`config.mk`:
```
export PLATFORM = sky130hd
export DESIGN_NAME = isio_slave
export DESIGN_NICKNAME = d
export VERILOG_FILES = /design/src/isio_pkg.sv /design/src/isio_irq.sv /design/src/isio_slave.sv
export SDC_FILE = /design/constraint.sdc
export NUM_CORES = 1
export LEC_CHECK = 0
export BUFFER_PORTS_ARGS = -buffer_cell sky130_fd_sc_hd__buf_2
export CORE_UTILIZATION = 49
export CTS_CLUSTER_DIAMETER = 80
export DETAILED_ROUTE_END_ITERATION = 7
export GPL_ROUTABILITY_DRIVEN = 0
export PLACE_DENSITY = 0.8
export SYNTH_ARGS = -nofsm -noshare
export SYNTH_HDL_FRONTEND = slang
export SYNTH_SLANG_ARGS = --single-unit
```
`constraint.sdc`:
```
create_clock -name clk -period 2.2 [get_ports clk]
set_input_delay 0 -clock clk [delete_from_list [all_inputs] [get_ports clk]]
set_output_delay 0 -clock clk [all_outputs]
set_load 0.01 [all_outputs]
```
`src/isio_pkg.sv`:
```
// constants and types of the isa slave i/o and interrupt block
//==================================================================
package isio_pkg;

	//==================================================================
	// register map, byte addresses on the register port
	localparam logic [7:0] ISIO_OFS_STATUS   = 8'hE0;
	localparam logic [7:0] ISIO_OFS_MASK     = 8'hE4;
	localparam logic [7:0] ISIO_OFS_IOBASE   = 8'hE8;
	localparam logic [7:0] ISIO_OFS_IRQSEL   = 8'hEC;
	localparam logic [7:0] ISIO_OFS_IO_WIDTH = 8'hF0;

	//==================================================================
	// field layout and reset values
	localparam int         ISIO_NFLAGS       = 6;
	localparam int         ISIO_WIDE_BIT     = 0;
	localparam int         ISIO_BASE_W       = 6;
	localparam int         ISIO_SEL_W        = 3;
	localparam logic [5:0] ISIO_MASK_RST     = 6'h3F;
	localparam logic [5:0] ISIO_BASE_RST     = 6'h30;
	localparam logic [2:0] ISIO_SEL_RST      = 3'h0;
	localparam logic [7:0] ISIO_WIDTH_RST    = 8'h00;

	// status bit positions
	localparam int ISIO_B_BABBLE  = 0;
	localparam int ISIO_B_MISSED  = 1;
	localparam int ISIO_B_MEMERR  = 2;
	localparam int ISIO_B_RECEIVE = 3;
	localparam int ISIO_B_INIT    = 4;
	localparam int ISIO_B_TXSTART = 5;

	//==================================================================
	// slave access sequencer states
	typedef enum logic [1:0] {
		ISIO_ST_IDLE = 2'b00,
		ISIO_ST_WAIT = 2'b01,
		ISIO_ST_DONE = 2'b10
	} isio_state_t;

	// one slave access handed to the device core
	typedef struct packed {
		logic        wr;
		logic        wide;
		logic [3:0]  offset;
		logic [15:0] data;
	} isio_req_t;

endpackage

```
`src/isio_irq.sv`:
```
// sticky interrupt status, mask and interrupt level
`timescale 1ns/100ps
module isio_irq #(
	parameter int N = 6
) (
	input  wire logic         clk,
	input  wire logic         resetn,
	input  wire logic [N-1:0] set_ev,
	input  wire logic         clr_wr,
	input  wire logic [N-1:0] clr_data,
	input  wire logic         mask_wr,
	input  wire logic [N-1:0] mask_data,
	output logic      [N-1:0] status,
	output logic      [N-1:0] mask,
	output logic              irq
);

	//==================================================================
	// next values: a set in the clear cycle wins, so no event is lost
	wire [N-1:0] next_status = (status & ~({N{clr_wr}} & clr_data)) | set_ev;
	wire         next_irq    = |(next_status & ~mask);

	//==================================================================
	// status and mask flops
	always_ff @(posedge clk) begin
		if (!resetn) begin
			status <= '0;
			mask   <= N'(isio_pkg::ISIO_MASK_RST);
		end else begin
			status <= next_status;
			if (mask_wr) begin
				mask <= mask_data;
			end
		end
	end

	// level output, the or of unmasked flags
	always_ff @(posedge clk) begin
		if (!resetn) begin
			irq <= 1'b0;
		end else begin
			irq <= next_irq;
		end
	end

endmodule

```
`src/isio_slave.sv`:
```
// isa slave i/o access sequencer, width decode and interrupt line drive
//
// Our own choice: the address-and-strobe port.
`timescale 1ns/100ps
module isio_slave #(
	parameter int IRQ_LINES = 8
) (
	input  wire logic                  clk,
	input  wire logic                  resetn,
	input  wire logic [15:0]           sa,
	input  wire logic                  aen,
	input  wire logic                  ior_n,
	input  wire logic                  iow_n,
	input  wire logic                  memr_n,
	input  wire logic                  sbhe_n,
	input  wire logic [15:0]           sd_in,
	output logic      [15:0]           sd_out,
	output logic                       sd_oe,
	output logic                       iochrdy_out,
	output logic                       iochrdy_oe,
	output logic                       iocs16_n_out,
	output logic                       iocs16_n_oe,
	output logic      [IRQ_LINES-1:0]  irq_out,
	output logic      [IRQ_LINES-1:0]  irq_oe,
	output logic                       mem_read_seen,
	output isio_pkg::isio_req_t        core_req,
	output logic                       core_req_valid,
	input  wire logic                  core_ack,
	input  wire logic [15:0]           core_rdata,
	input  wire logic [5:0]            flag_ev,
	input  wire logic [7:0]            reg_addr,
	input  wire logic [7:0]            reg_wdata,
	input  wire logic                  reg_wr,
	input  wire logic                  reg_rd,
	output logic      [7:0]            reg_rdata
);

	//==================================================================
	// elaboration check: the select field reaches at most 8 lines
	generate
		if (IRQ_LINES < 2 || IRQ_LINES > 8) begin : g_bad_lines
			$error("IRQ_LINES must lie between 2 and 8");
		end
	endgenerate

	//==================================================================
	// address match, used by the width decode and the qualifier
	function automatic logic isio_match(
		input logic [15:0] a,
		input logic [5:0]  base,
		input logic        en
	);
		isio_match = !en && (a[9:4] == base);
	endfunction

	//==================================================================
	// registers
	isio_pkg::isio_state_t state;
	isio_pkg::isio_state_t next_state;
	logic [5:0]            io_base;
	logic [2:0]            irq_sel;
	logic [7:0]            io_width_config;
	logic                  sbhe_q;
	logic                  sbhe_seen;
	logic                  memr_q;
	logic                  cur_wr;
	logic [5:0]            status;
	logic [5:0]            mask;
	logic                  irq_level;

	//==================================================================
	// register port decode
	wire hit_status = reg_addr == isio_pkg::ISIO_OFS_STATUS;
	wire hit_mask   = reg_addr == isio_pkg::ISIO_OFS_MASK;
	wire hit_base   = reg_addr == isio_pkg::ISIO_OFS_IOBASE;
	wire hit_sel    = reg_addr == isio_pkg::ISIO_OFS_IRQSEL;
	wire hit_width  = reg_addr == isio_pkg::ISIO_OFS_IO_WIDTH;

	wire [7:0] rd_mux =
		hit_status ? {2'h0, status} :
		hit_mask   ? {2'h0, mask} :
		hit_base   ? {2'h0, io_base} :
		hit_sel    ? {5'h00, irq_sel} :
		hit_width  ? io_width_config : 8'h00;

	//==================================================================
	// isa side decode
	wire addr_hit  = isio_match(sa, io_base, aen);
	wire wide_ok   = io_width_config[isio_pkg::ISIO_WIDE_BIT];
	// strobe-free decode keeps the chip select early enough for the host
	wire cs16_next = addr_hit && wide_ok && sbhe_seen;
	wire qual_rd   = addr_hit && !ior_n;
	wire qual_wr   = addr_hit && !iow_n;
	wire start     = (state == isio_pkg::ISIO_ST_IDLE) && (qual_rd || qual_wr);
	wire strobes_off = ior_n && iow_n;
	// a wide transfer needs the chip select and the high byte enabled
	wire wide_xfer = iocs16_n_oe && !sbhe_n;

	//==================================================================
	// interrupt status unit
	isio_irq #(
		.N (isio_pkg::ISIO_NFLAGS)
	) u_irq (
		.clk       (clk),
		.resetn    (resetn),
		.set_ev    (flag_ev),
		.clr_wr    (reg_wr && hit_status),
		.clr_data  (reg_wdata[5:0]),
		.mask_wr   (reg_wr && hit_mask),
		.mask_data (reg_wdata[5:0]),
		.status    (status),
		.mask      (mask),
		.irq       (irq_level)
	);

	//==================================================================
	// configuration registers written by software
	always_ff @(posedge clk) begin
		if (!resetn) begin
			io_base         <= isio_pkg::ISIO_BASE_RST;
			irq_sel         <= isio_pkg::ISIO_SEL_RST;
			io_width_config <= isio_pkg::ISIO_WIDTH_RST;
		end else if (reg_wr) begin
			if (hit_base) begin
				io_base <= reg_wdata[5:0];
			end
			if (hit_sel) begin
				irq_sel <= reg_wdata[2:0];
			end
			if (hit_width) begin
				io_width_config <= reg_wdata;
			end
		end
	end

	// read data stand for exactly the cycle after the strobe
	always_ff @(posedge clk) begin
		if (!resetn) begin
			reg_rdata <= 8'h00;
		end else begin
			reg_rdata <= reg_rd ? rd_mux : 8'h00;
		end
	end

	//==================================================================
	// byte high enable history; a byte-only host never drops it
	always_ff @(posedge clk) begin
		if (!resetn) begin
			sbhe_q    <= 1'b1;
			sbhe_seen <= 1'b0;
		end else begin
			sbhe_q <= sbhe_n;
			if (sbhe_q && !sbhe_n) begin
				sbhe_seen <= 1'b1;
			end
		end
	end

	// memory read start, one pulse per falling strobe
	always_ff @(posedge clk) begin
		if (!resetn) begin
			memr_q        <= 1'b1;
			mem_read_seen <= 1'b0;
		end else begin
			memr_q        <= memr_n;
			mem_read_seen <= memr_q && !memr_n;
		end
	end

	//==================================================================
	// 16-bit chip select, open drain: low level, enable while pulled
	always_ff @(posedge clk) begin
		if (!resetn) begin
			iocs16_n_out <= 1'b0;
			iocs16_n_oe  <= 1'b0;
		end else begin
			iocs16_n_out <= 1'b0;
			iocs16_n_oe  <= cs16_next;
		end
	end

	//==================================================================
	// access sequencer next state
	always_comb begin
		next_state = state;
		case (state)
			isio_pkg::ISIO_ST_IDLE: begin
				if (start) begin
					next_state = isio_pkg::ISIO_ST_WAIT;
				end
			end
			isio_pkg::ISIO_ST_WAIT: begin
				if (core_ack) begin
					next_state = isio_pkg::ISIO_ST_DONE;
				end
			end
			isio_pkg::ISIO_ST_DONE: begin
				if (strobes_off) begin
					next_state = isio_pkg::ISIO_ST_IDLE;
				end
			end
			default: begin
				next_state = isio_pkg::ISIO_ST_IDLE;
			end
		endcase
	end

	always_ff @(posedge clk) begin
		if (!resetn) begin
			state <= isio_pkg::ISIO_ST_IDLE;
		end else begin
			state <= next_state;
		end
	end

	//==================================================================
	// request to the core, write data captured at the start
	always_ff @(posedge clk) begin
		if (!resetn) begin
			core_req       <= '0;
			core_req_valid <= 1'b0;
			cur_wr         <= 1'b0;
		end else begin
			core_req_valid <= start;
			if (start) begin
				cur_wr          <= qual_wr;
				core_req.wr     <= qual_wr;
				core_req.wide   <= wide_xfer;
				core_req.offset <= sa[3:0];
				core_req.data   <= sd_in;
			end
		end
	end

	//==================================================================
	// ready held low while the core works, data bus driven on reads
	always_ff @(posedge clk) begin
		if (!resetn) begin
			iochrdy_out <= 1'b0;
			iochrdy_oe  <= 1'b0;
			sd_out      <= 16'h0000;
			sd_oe       <= 1'b0;
		end else begin
			iochrdy_out <= 1'b0;
			if (start) begin
				iochrdy_oe <= 1'b1;
			end else if (state == isio_pkg::ISIO_ST_WAIT && core_ack) begin
				iochrdy_oe <= 1'b0;
			end
			if (state == isio_pkg::ISIO_ST_WAIT && core_ack && !cur_wr) begin
				sd_out <= core_rdata;
				sd_oe  <= 1'b1;
			end else if (state == isio_pkg::ISIO_ST_DONE && strobes_off) begin
				sd_oe <= 1'b0;
			end
		end
	end

	//==================================================================
	// interrupt line: only the selected line is driven
	always_ff @(posedge clk) begin
		if (!resetn) begin
			irq_out <= '0;
			irq_oe  <= '0;
		end else begin
			for (int i = 0; i < IRQ_LINES; i++) begin
				irq_oe[i]  <= (irq_sel == 3'(i));
				irq_out[i] <= (irq_sel == 3'(i)) && irq_level;
			end
		end
	end

	wire irq_now  = |(irq_out & irq_oe);
	wire unmasked = |(status & ~mask);
endmodule

```
==> summary.txt <==
Status - complete, no violations
Final setup margin - 376 ps
Crit-path cells - xor2_1 > nor4_1 > and4_1 > buf_12 > mux2i_1
Starting density of the core - 51.0%
Rel. slew slack - 66.6%
Tot GR Track Use - 26.0%
DP Worst Slack - 382 ps
Post-synthesis sequential area ratio - 51.5%
Ant diodes - 0
Root Buffer - clkbuf_8
Max H-tree Level - 3
Post-synth EDFFs - 0
Setup-failing EPs final - 0
WP data arrival - 2100 ps
Overflow after GRT - 0
Unrepaired setup endpoints after global routing - no
Unique masters post-synth - 45
FP Rows - 32
Drt pass-1 iters - 7
Number of buffers and inverters on the critical path - 1
Clk sinks - 102
Sw Ratio - 23.9%
Post-CTS setup buffers - 0
Worst EP required - 2470 ps
Fin crit share - 82.9%
CP startpoint - io_base[4]$_SDFFE_PN1P_
Hold-fix buffers at CTS - 56
Max Freq - 0.548 GHz
Post-Synthesis Cells - 459
CTS Buffer Depth - 2
DR vias - 3895
HP Class - primary input to flip-flop
Crit path capture type - flip-flop
Final hold viol count - 0
Critical path class - flip-flop to flip-flop
Number of global-route vias before repair - 3662
MaxCap Viol Count - 0
Final nets - 721
Syn_area_per_cell - 8.64 um^2
Power per cell area - 585 nW/um^2
First-pass GRT wire length - 17500 um
Synthesized area - 3960 um^2
ANT nets after route - 0
NetSw - 0.761 mW
Int Pwr - 2.42 mW
Post-DP HPWL - 7280 um
I/O Buffers - 140
Chip width - 91.9 um
IO Count - 149
Clk pin slew, worst setup/hold paths - 100 ps
Pleak - 2.37 nW
CP Launch Type - flip-flop
WL/cell - 14.7 um
Synth async-reset ratio - 0%
CP top delay family - simple AND/OR/NAND/NOR gates
Worst-Margin Slew - 497 ps
Antenna violations before repair - 0
Core footprint - 7770 um^2
Vias per inst - 5.21
Multi-input logic area - 1740 um^2
Chip Height - 91.9 um
Layout cells sized above 1 - 25.6%
Fillers - 602
Logic pwr share - 8.9%
Setup TNS - 0 ps
CTS Buf Count - 9
CP peak stage delay - 460 ps
Skew final - 15.5 ps
Final wirelength - 10900 um
Maximum VDD drop - 0.268 mV
FF+latch count, synth - 102
Reg power frac - 58.9%
Clock Latency Late Sink - 350 ps
Clock power frac - 32.2%
Min Clock Period, post-route - 1820 ps
CP max-delay cell - nor4_1
Min-delay src - flag_ev[4]
Initial drt markers - 184
Critical path fanouts, max - 24
Die area - 8450 um^2
Top_reg_cell synth - dfxtp_1
Synth Warn # - 0
DRC viols - 0
R2R Path Start - io_base[4]$_SDFFE_PN1P_
Final count of pins violating max slew - 0
CTS tree - built
Layout area overhead - 37.0%
Largest net degree at the start of global routing - 50
Sequential Area - 2040 um^2
# resized after CTS - 0
-- cells in the mapped netlist, drive strengths merged, types with 7 or more instances --
library cell / number / area (um^2)
buf: 12 / 76.3
nor2: 35 / 134
mux2i: 27 / 270
a21oi: 37 / 185
o21ai: 18 / 90.1
clkbuf: 21 / 78.8
nand4: 7 / 43.8
inv: 7 / 26.3
nand2: 95 / 357
nand3: 28 / 140
dfxtp: 102 / 2040
-- cells by family after synthesis --
kind of cell / share of synthesized area [%]
xor+xnor: 1.33
simple gates: 24.2
flops: 51.5
compound gates: 11.4
other cells: 0.0946
buf+inv: 4.58
mux: 6.82
-- worst reg2reg max path, cell delays in order, from the launching register on --
cell     delay [ps]
dfxtp_1         340
xor2_1          160
nor4_1          460
and4_1          320
buf_12          210
mux2i_1         270
-- routing by layer --
layer  vias up  track usage [%]  wire, um
li1       1931                -         -
met1      1778             30.6      4370
met2       162             46.4      5510
met3        24             6.30       784
met4         0             8.33       274
met5         -                0         0
-- power by group through the flow --
stage	Clock, mW	Sequential, mW	Combinational, mW
global route	1.12	1.87	0.310
floorplan	0	1.91	0.0952
CTS	1.04	1.87	0.276
finish	1.02	1.87	0.284
detailed placement	0	1.91	0.198
global placement	0	1.91	0.193
-- final timing paths --
| kind | end | slack [ps] | cells after the start |
|---|---|---|---|
| max | core_req[2]$_SDFFE_PN0P_ | 380 | 5 |
| min | u_irq.status[4]$_SDFF_PN0_ | 20 | 3 |
| min reg2reg | mem_read_seen$_SDFF_PN0_ | 420 | 2 |
| max reg2reg | core_req[2]$_SDFFE_PN0P_ | 380 | 5 |
-- placed cells by master, fill, tap and decap left out, types with 6 or more instances in the layout --
cell           synthesis  routed
dlygate4sd3_1          0      56
buf_2                  4     140
inv_1                  7       7
mux2i_1               27      27
nand2_1               95      95
buf_4                  3       6
nor3_1                 6       6
nand3_1               28      28
nor4_1                 6       6
xor2_1                 6       6
dfxtp_1              102     102
nor2_1                34      34
clkbuf_8               0       9
o21ai_0               18      18
a21oi_1               37      37
nand4_1                7       7
nand2b_1               6       6
-- metrics by stage --
stage / area, um^2 / power (mW) / cells / hold slack, ps / utilization [%]
3_3_place_gp: 4710 / 2.10 / 676 / 206 / 60.6
6_report: 5430 / 3.18 / 747 / 16.6 / 69.9
3_5_place_dp: 4710 / 2.11 / 676 / 213 / 60.6
5_1_grt: 5430 / 3.31 / 747 / 47.3 / 69.9
4_1_cts: 5430 / 3.18 / 747 / 8.51 / 69.9
2_1_floorplan: 3970 / 2.01 / 460 / 109 / -
-- state kept, by name, indices dropped and copies added (netlist names), 2 cells and up --
signal and cells:
io_width_config 8, u_irq.mask 6, irq_oe 8, sd_out 16
irq_out 8, irq_sel 3, reg_rdata 8, state 2
core_req 21, u_irq.status 6, io_base 6
-- final cells by class --
class / instances / area share (%)
Clock inverter: 5 / 0.691
Multi-Input combinational cell: 318 / 32.1
Inverter: 7 / 0.484
Tap cell: 102 / 2.35
Clock buffer: 10 / 2.35
Sequential cell: 102 / 37.6
Timing Repair Buffer: 203 / 24.4
Note: power is estimated with default switching activity, not from simulation.
